$ cat src/verilog/erb_pkg.sv
// constants, carriers and state layout for the error report bank register block
package erb_pkg;

  // bus geometry: byte address = 4 * register index, upper half at a fixed page
  localparam int unsigned AXI_AW = 16;
  localparam int unsigned HI_BIT = 14;
  localparam int unsigned TOP_BIT = 15;

  // register indices of the banks and the interrupt registers, one 64-bit bank register per bank index
  localparam logic [11:0] IDX_BANK_BASE = 12'h400;
  localparam logic [11:0] IDX_BANK_STRIDE = 12'h004;
  localparam logic [11:0] IDX_REG_COUNT = 12'h00a;
  localparam logic [11:0] IDX_B0_CTL = 12'h400;
  localparam logic [11:0] IDX_B0_STS = 12'h401;
  localparam logic [11:0] IDX_B0_ADR = 12'h402;
  localparam logic [11:0] IDX_B0_MSC = 12'h403;
  localparam logic [11:0] IDX_B1_CTL = 12'h404;
  localparam logic [11:0] IDX_B1_STS = 12'h405;
  localparam logic [11:0] IDX_B1_ADR = 12'h406;
  localparam logic [11:0] IDX_B1_MSC = 12'h407;
  localparam logic [11:0] IDX_B2_CTL = 12'h408;
  localparam logic [11:0] IDX_B2_STS = 12'h409;
  localparam logic [11:0] IDX_IRQ_STS = 12'h410;
  localparam logic [11:0] IDX_IRQ_MSK = 12'h411;

  // register selector inside a bank
  localparam logic [1:0] SEL_CTL = 2'h0;
  localparam logic [1:0] SEL_STS = 2'h1;
  localparam logic [1:0] SEL_ADR = 2'h2;
  localparam logic [1:0] SEL_MSC = 2'h3;

  // status register fields
  localparam int unsigned STS_VAL_BIT = 63;
  localparam int unsigned STS_INFO_VALID_BIT = 59;
  localparam int unsigned STS_ADDR_VALID_BIT = 58;

  // interrupt status bits: one per bank capture, one for an access fault on an absent register
  localparam int unsigned IRQ_FAULT_BIT = 3;
  localparam int unsigned IRQ_W = 4;

  // values after reset
  localparam logic [63:0] RST_REG64 = 64'h0;
  localparam logic [IRQ_W-1:0] RST_IRQ = 4'h0;

  // bus responses
  localparam logic [1:0] RESP_OKAY = 2'h0;
  localparam logic [1:0] RESP_SLVERR = 2'h2;
  localparam logic [1:0] RESP_DECERR = 2'h3;

  typedef enum logic [1:0] {
    K_NONE = 2'h0,
    K_BANK = 2'h1,
    K_ISTS = 2'h2,
    K_IMSK = 2'h3
  } erb_kind_t;

  // one error report from the checking logic of a bank
  typedef struct packed {
    logic vld;
    logic has_addr;
    logic has_misc;
    logic [63:0] addr;
    logic [63:0] misc;
  } erb_evt_t;

  // decoded register address
  typedef struct packed {
    erb_kind_t kind;
    logic hi;
    logic [1:0] bank;
    logic [1:0] sel;
    logic fault;
  } erb_dec_t;

  // whole state of the block
  typedef struct packed {
    logic [2:0][63:0] ctl;
    logic [2:0][63:0] sts;
    logic [1:0][63:0] adr;
    logic [1:0][63:0] msc;
    logic [IRQ_W-1:0] ist;
    logic [IRQ_W-1:0] msk;
    logic irq;
    logic aw_have;
    logic [AXI_AW-1:0] awaddr;
    logic w_have;
    logic [31:0] wdata;
    logic [3:0] wstrb;
    logic awready;
    logic wready;
    logic bvalid;
    logic [1:0] bresp;
    logic arready;
    logic rvalid;
    logic [31:0] rdata;
    logic [1:0] rresp;
  } erb_state_t;

endpackage

$ cat src/verilog/erb_regs.sv
// register bank of the first three error report banks behind an AXI4-Lite slave
//
// How it works
// - bank 0 address register reads as zero while its address valid flag is clear.
// - bank 0 extra info register reads as zero while its extra info valid flag is clear.
// - bank 1 extra info register reads as zero while its extra info valid flag is clear.
// - any read or write of a bank 0 or 1 address or extra info register that is not built faults; bank 2 ones get a decode error.
//
// Decided for this implementation: the AXI4-Lite register port.
`timescale 1ns/1ps
`default_nettype none

module erb_regs
  import erb_pkg::*;
#(
  parameter logic [1:0] ADDR_IMPL = 2'h3,
  parameter logic [1:0] MISC_IMPL = 2'h3
) (
  // clock and reset
  input wire logic ref_clk,
  input wire logic nrst,
  // axi4-lite write address and data
  input wire logic [AXI_AW-1:0] s_axi_awaddr,
  input wire logic s_axi_awvalid,
  output logic s_axi_awready,
  input wire logic [31:0] s_axi_wdata,
  input wire logic [3:0] s_axi_wstrb,
  input wire logic s_axi_wvalid,
  output logic s_axi_wready,
  // axi4-lite write response
  output logic [1:0] s_axi_bresp,
  output logic s_axi_bvalid,
  input wire logic s_axi_bready,
  // axi4-lite read
  input wire logic [AXI_AW-1:0] s_axi_araddr,
  input wire logic s_axi_arvalid,
  output logic s_axi_arready,
  output logic [31:0] s_axi_rdata,
  output logic [1:0] s_axi_rresp,
  output logic s_axi_rvalid,
  input wire logic s_axi_rready,
  // error reports from the checking logic, one per bank
  input wire erb_evt_t [2:0] err_evt,
  // bank control words for the checking logic
  output logic [2:0][63:0] bank_ctl,
  // interrupt
  output logic irq
);

  erb_state_t s_q;
  erb_state_t s_d;
  erb_dec_t wdec;
  erb_dec_t rdec;
  logic wr_go;
  logic ar_hs;

  // map a byte address onto a register; bank 2 address and extra info are unmapped
  function automatic erb_dec_t decode(input logic [AXI_AW-1:0] a);
    erb_dec_t d;
    logic [11:0] rel;
    d = '0;
    rel = a[13:2] - IDX_BANK_BASE;
    d.kind = K_NONE;
    d.hi = a[HI_BIT];
    d.bank = rel[3:2];
    d.sel = rel[1:0];
    if (!a[TOP_BIT]) begin
      if (a[13:2] >= IDX_BANK_BASE && rel < IDX_REG_COUNT) begin
        d.kind = K_BANK;
      end else if (a[13:2] == IDX_IRQ_STS && !d.hi) begin
        d.kind = K_ISTS;
      end else if (a[13:2] == IDX_IRQ_MSK && !d.hi) begin
        d.kind = K_IMSK;
      end
    end
    if (d.kind == K_BANK) begin
      if (d.sel == SEL_ADR) begin
        d.fault = !ADDR_IMPL[d.bank[0]];
      end else if (d.sel == SEL_MSC) begin
        d.fault = !MISC_IMPL[d.bank[0]];
      end
    end
    return d;
  endfunction

  // byte-lane merge of one bus word into one half of a 64-bit register
  function automatic logic [63:0] merge(input logic [63:0] old, input logic hi,
                                        input logic [31:0] data, input logic [3:0] strb);
    logic [63:0] r;
    r = old;
    for (int i = 0; i < 4; i++) begin
      if (strb[i]) begin
        if (hi) begin
          r[32 + 8 * i +: 8] = data[8 * i +: 8];
        end else begin
          r[8 * i +: 8] = data[8 * i +: 8];
        end
      end
    end
    return r;
  endfunction

  // decoded addresses of the pending write and of the offered read
  always_comb begin
    wdec = decode(s_q.awaddr);
    rdec = decode(s_axi_araddr);
    wr_go = s_q.aw_have && s_q.w_have && !s_q.bvalid;
    ar_hs = s_axi_arvalid && s_q.arready;
  end

  // next state: bus handshakes, software access, then hardware capture so that it wins
  always_comb begin
    logic [63:0] rv;
    logic [1:0] b;
    rv = '0;
    b = '0;
    s_d = s_q;
    // write address and data are taken in either order
    if (s_axi_awvalid && s_q.awready) begin
      s_d.aw_have = 1'b1;
      s_d.awaddr = s_axi_awaddr;
    end
    if (s_axi_wvalid && s_q.wready) begin
      s_d.w_have = 1'b1;
      s_d.wdata = s_axi_wdata;
      s_d.wstrb = s_axi_wstrb;
    end
    if (s_q.bvalid && s_axi_bready) begin
      s_d.bvalid = 1'b0;
    end
    // perform the write once both halves are held
    if (wr_go) begin
      s_d.aw_have = 1'b0;
      s_d.w_have = 1'b0;
      s_d.bvalid = 1'b1;
      s_d.bresp = RESP_OKAY;
      b = wdec.bank;
      unique case (wdec.kind)
        K_BANK: begin
          if (wdec.fault) begin
            s_d.bresp = RESP_SLVERR;
            s_d.ist[IRQ_FAULT_BIT] = 1'b1;
          end else if (wdec.sel == SEL_CTL) begin
            s_d.ctl[b] = merge(s_q.ctl[b], wdec.hi, s_q.wdata, s_q.wstrb);
          end else if (wdec.sel == SEL_STS) begin
            s_d.sts[b] = merge(s_q.sts[b], wdec.hi, s_q.wdata, s_q.wstrb);
          end
        end
        K_ISTS: s_d.ist = s_q.ist & ~(s_q.wdata[IRQ_W-1:0] & {IRQ_W{s_q.wstrb[0]}});
        K_IMSK: begin
          if (s_q.wstrb[0]) begin
            s_d.msk = s_q.wdata[IRQ_W-1:0];
          end
        end
        K_NONE: s_d.bresp = RESP_DECERR;
      endcase
    end
    // read answer one cycle after the address is taken
    if (s_q.rvalid && s_axi_rready) begin
      s_d.rvalid = 1'b0;
    end
    if (ar_hs) begin
      s_d.rvalid = 1'b1;
      s_d.rresp = RESP_OKAY;
      b = rdec.bank;
      unique case (rdec.kind)
        K_BANK: begin
          unique case (rdec.sel)
            SEL_CTL: rv = s_q.ctl[b];
            SEL_STS: rv = s_q.sts[b];
            SEL_ADR: begin
              if (s_q.sts[b][STS_ADDR_VALID_BIT]) begin
                rv = s_q.adr[b[0]];
              end
            end
            SEL_MSC: begin
              if (s_q.sts[b][STS_INFO_VALID_BIT]) begin
                rv = s_q.msc[b[0]];
              end
            end
          endcase
          if (rdec.fault) begin
            rv = '0;
            s_d.rresp = RESP_SLVERR;
            s_d.ist[IRQ_FAULT_BIT] = 1'b1;
          end
        end
        K_ISTS: rv = {{(64 - IRQ_W){1'b0}}, s_q.ist};
        K_IMSK: rv = {{(64 - IRQ_W){1'b0}}, s_q.msk};
        K_NONE: s_d.rresp = RESP_DECERR;
      endcase
      s_d.rdata = rdec.hi ? rv[63:32] : rv[31:0];
    end
    // hardware error capture: sets status flags and the qualified registers
    for (int i = 0; i < 3; i++) begin
      if (err_evt[i].vld) begin
        s_d.sts[i][STS_VAL_BIT] = 1'b1;
        s_d.ist[i] = 1'b1;
        if (i < 2) begin
          if (err_evt[i].has_addr && ADDR_IMPL[i]) begin
            s_d.adr[i] = err_evt[i].addr;
            s_d.sts[i][STS_ADDR_VALID_BIT] = 1'b1;
          end
          if (err_evt[i].has_misc && MISC_IMPL[i]) begin
            s_d.msc[i] = err_evt[i].misc;
            s_d.sts[i][STS_INFO_VALID_BIT] = 1'b1;
          end
        end
      end
    end
    // ready flags and interrupt from the next state so outputs come from flops
    s_d.awready = !s_d.aw_have && !s_d.bvalid;
    s_d.wready = !s_d.w_have && !s_d.bvalid;
    s_d.arready = !s_d.rvalid;
    s_d.irq = |(s_d.ist & s_d.msk);
  end

  // state register
  always_ff @(posedge ref_clk or negedge nrst) begin
    if (!nrst) begin
      s_q <= '0;
      s_q.ctl <= {3{RST_REG64}};
      s_q.sts <= {3{RST_REG64}};
      s_q.adr <= {2{RST_REG64}};
      s_q.msc <= {2{RST_REG64}};
      s_q.ist <= RST_IRQ;
      s_q.msk <= RST_IRQ;
    end else begin
      s_q <= s_d;
    end
  end

  // outputs
  assign s_axi_awready = s_q.awready;
  assign s_axi_wready = s_q.wready;
  assign s_axi_bvalid = s_q.bvalid;
  assign s_axi_bresp = s_q.bresp;
  assign s_axi_arready = s_q.arready;
  assign s_axi_rvalid = s_q.rvalid;
  assign s_axi_rdata = s_q.rdata;
  assign s_axi_rresp = s_q.rresp;
  assign bank_ctl = s_q.ctl;
  assign irq = s_q.irq;
endmodule

`default_nettype wire

$ cat config.mk
export PLATFORM = sky130hd
export DESIGN_NAME = erb_regs
export DESIGN_NICKNAME = d
export VERILOG_FILES = /design/src/verilog/erb_pkg.sv /design/src/verilog/erb_regs.sv
export SDC_FILE = /design/constraint.sdc
export NUM_CORES = 2
export LEC_CHECK = 0
export BUFFER_PORTS_ARGS = -buffer_cell sky130_fd_sc_hd__buf_2
export CAP_MARGIN = 10
export CELL_PAD_IN_SITES_DETAIL_PLACEMENT = 0
export CELL_PAD_IN_SITES_GLOBAL_PLACEMENT = 1
export CORE_ASPECT_RATIO = 1.2
export CORE_MARGIN = 5
export CORE_UTILIZATION = 47
export CTS_CLUSTER_SIZE = 25
export DETAILED_ROUTE_END_ITERATION = 16
export GPL_TIMING_DRIVEN = 0
export PLACE_DENSITY_LB_ADDON = 0.1
export SLEW_MARGIN = 10
export SYNTH_ARGS = -nofsm -noshare
export SYNTH_HDL_FRONTEND = slang
export SYNTH_SLANG_ARGS = --single-unit
export TNS_END_PERCENT = 20
$ cat constraint.sdc
create_clock -name ref_clk -period 4.4 [get_ports ref_clk]
set_clock_uncertainty 0.15 [all_clocks]
set_input_delay 0.88 -clock ref_clk [delete_from_list [all_inputs] [get_ports ref_clk]]
set_output_delay 0.88 -clock ref_clk [all_outputs]
set_load 0.02 [all_outputs]
==> summary.txt <==
outcome: completed
Die W: 269.2 µm
global-route wire length before repair: 227500 µm
Period minus WS final: 4027 ps
Synth-to-Final Area Change: 18.81%
die area: 86400 µm²
WP data arrival: 4390 ps
PwrDens: 455.6 nW/µm²
Min-Delay Path Class: in -> async
Worst R2R End: irq
antenna viol nets, final: 0
gr usage total: 35.51%
commonest cells after routing, fill and taps aside: dfrtp_1 (740), buf_2 (615), nand2_1 (583)
Worst Path Required: 4770 ps
CP dominant cell by count: buf_2
placed cell areas: 42260 µm²
grt ovf: 0
setup ws final: 373.1 ps
core area: 80300 µm²
Cells after Synth: 3673
worst skew pair latency: 660 ps
count of hold-fix buffers inserted at cts: 0
most common cell after layout, fill and taps aside: dfrtp_1
final hold viol count: 0
top cells by area, synth: dfrtp_1 (49%), mux2_2 (11%), mux2i_1 (8.4%), o21ai_0 (7.4%), nand2_1 (5.8%)
met2 routed WL: 74210 µm
dpl hpwl: 122900 µm
#FFs+latches synth: 740
Peak VDD IR: 0.3344 mV
initial antenna violation count: 37
synth warn: 0
number of flops mapped to enable cells by yosys: 0
CTS tree: done
CP Cell Sequence: buf_2 > buf_2 > buf_2 > buf_2 > buf_1 > o21ai_0 > a211oi_1 > o21ai_0
Worst setup EP type: flip-flop
Synth Area in Simple Gates: 7.448%
max incr delay on CP: 940 ps
Peak Freq: 248.3 MHz
Worst R2R Start: s_q[81]
placed cells: 5292
crit path launch type: input port
RSZ-0062 raised after global routing: no
top routing layer in use: met5
metal3 WL: 15950 µm
Detailed Routing Iterations Pass 1: 6
relative slew slack: 3.018%
Compound-Gate Fraction of Synth Area: 16.13%
overall via count from detail_route: 32661
Worst R2R Setup Slack: 1030 ps
largest family of logic cells by synthesized area: multiplexers
Longest Clk Path Bufs: 3
syn avg cell area: 10.31 µm²
Post-Synth XOR/XNOR Area: 0%
height of the die: 321.0 µm
Mapped Nets: 4141
Critical-path top delay cell: buf_1
Final Max Slew Viols: 0
CP max FO: 10
DRT met1 WL: 62120 µm
GPL Wtd Cong: 0.9597
critical path class: in -> reg
Final Instance Area: 45010 µm²
Initial Utilization: 47.17%
drt via density: 5.990
dominant synthesized flop cell: dfrtp_1
Clk pin slew, worst setup/hold paths: 60 ps
H-tree level count: 3
Fillers: 7368
largest net degree at the start of global routing: 112
# Post-CTS Setup Buffers: 0
DRC marker count from the first detailed-route iteration: 3329
mapped cell area: 37880 µm²
ratio of final minimum period to clock period: 91.52%
Place WS: -185.6 ps
Worst R2R Path Depth: 6
Row Count: 114
# DRC: 0
Num CTS Buffers: 80
layout cell share with drive strength beyond 1: 31.76%
adder-cell share of the synthesized area: 0%
Final Instance Count excl. Fillers: 5453
Post-synth ARST share: 100.0%
final number of setup-violating endpoints: 0
DRT Wirelength: 158700 µm
post-synth top area cell: dfrtp_1
Yosys cell types: 61
port bufs: 567
Synth top area share: 48.88%
multiplexer share of the synthesized area: 19.73%
clk sink count: 740
post-DR wirelength/cell: 29.10 µm
cts repair resizes: 0
# IOs: 702
vias in the first global route: 32506
Layout Nets: 4798
post-layout util: 56.05%
CTS Root Cell: clkbuf_16
Least-Margin Pin Slew: 1444 ps
P_leak: 0.02084 µW
post-route setup TNS: 0 ps
post-synthesis sequential area ratio: 48.88%
Max-Cap Viols: 0
-- where the power goes --
group	total, µW	leakage [µW]	internal, µW	switching (µW)
Combinational	5200	0.00991	1700	3500
Sequential	8230	0.00959	7430	803
Clock	7070	0.00135	4110	2970
-- worst max-delay path, delay by kind of cell --
kind / cells / cell delay (ps)
AO/OA/AOI/OAI: 3 / 1010
buffers and inverters: 5 / 2460
-- flip-flops by register name, summed over array words and instances, names as in the netlist --
register / flops
s_axi_awready: 1
s_q: 508
s_axi_rdata: 32
s_axi_rresp: 1
s_axi_bresp: 1
s_axi_wready: 1
irq: 1
bank_ctl: 192
s_axi_rvalid: 1
s_axi_bvalid: 1
s_axi_arready: 1
-- cells by family (layout without fill, tap and decap cells) --
family | count (synthesis) | count (layout)
buf+inv | 528 | 1250
mux | 694 | 694
simple gates | 712 | 712
other cells | 0 | 14
compound gates | 999 | 999
flops | 740 | 740
-- cells in the mapped netlist (all sizes together), types with 2 or more instances --
| cell | count |
|---|---|
| nand2 | 583 |
| nor4 | 2 |
| buf | 307 |
| dfrtp | 740 |
| o21ai | 565 |
| a211oi | 9 |
| or2 | 2 |
| o311ai | 2 |
| a221oi | 28 |
| nor2b | 4 |
| a22oi | 11 |
| inv | 16 |
| o22ai | 37 |
| a21o | 2 |
| mux2 | 372 |
| nand2b | 7 |
| o21a | 3 |
| and2 | 3 |
| o2111ai | 10 |
| o221ai | 12 |
| and3b | 2 |
| nor3b | 2 |
| o32ai | 4 |
| clkbuf | 205 |
| a21oi | 74 |
| o211ai | 162 |
| a21boi | 5 |
| mux2i | 317 |
| and3 | 5 |
| nand4 | 3 |
| mux4 | 5 |
| o2bb2ai | 6 |
| nor3 | 14 |
| a221o | 26 |
| a32oi | 20 |
| a2111oi | 13 |
| a31oi | 6 |
| nor2 | 80 |
-- metrics by stage --
stage / hold WS [ps] / total power [µW]
3_3_place_gp: 316.2 / 13310
2_1_floorplan: 300.3 / 10920
3_5_place_dp: 329.0 / 13370
6_report: 26.48 / 20510
5_1_grt: 74.87 / 21110
4_1_cts: 31.70 / 20400
-- area by class of cell --
type / count / area, µm² / area share (%)
antenna: 14 / 35.03 / 0.07784
buffer: 512 / 2895 / 6.433
clock buffer: 116 / 2411 / 5.357
clock inverter: 31 / 306.5 / 0.6811
inverter: 16 / 60.06 / 0.1334
multi-input combinational: 2405 / 16410 / 36.46
sequential: 740 / 18520 / 41.14
tap: 1044 / 1306 / 2.902
timing repair buffer: 575 / 3068 / 6.816
-- how the worst max path moves through the flow --
stage	from	to	slack, ps	depth (start not counted)
4_1_cts	s_axi_araddr[4]	s_axi_rdata[26]	510	8
5_1_grt	s_axi_araddr[4]	s_axi_rdata[19]	390	8
3_5_place_dp	s_axi_araddr[4]	s_axi_rdata[26]	-190	8
2_1_floorplan	s_axi_araddr[5]	s_axi_rdata[4]	1690	8
6_report	s_axi_araddr[4]	s_axi_rdata[26]	370	8
3_3_place_gp	nrst	s_q[240]	-14070	1
-- routing by layer --
metal	track usage [%]	up-vias
met2	58.01	1715
met3	9.684	359
met1	45.78	16284
met5	0	-
li1	-	14263
met4	13.08	40
No activity file was read; power rests on OpenSTA's default activity.
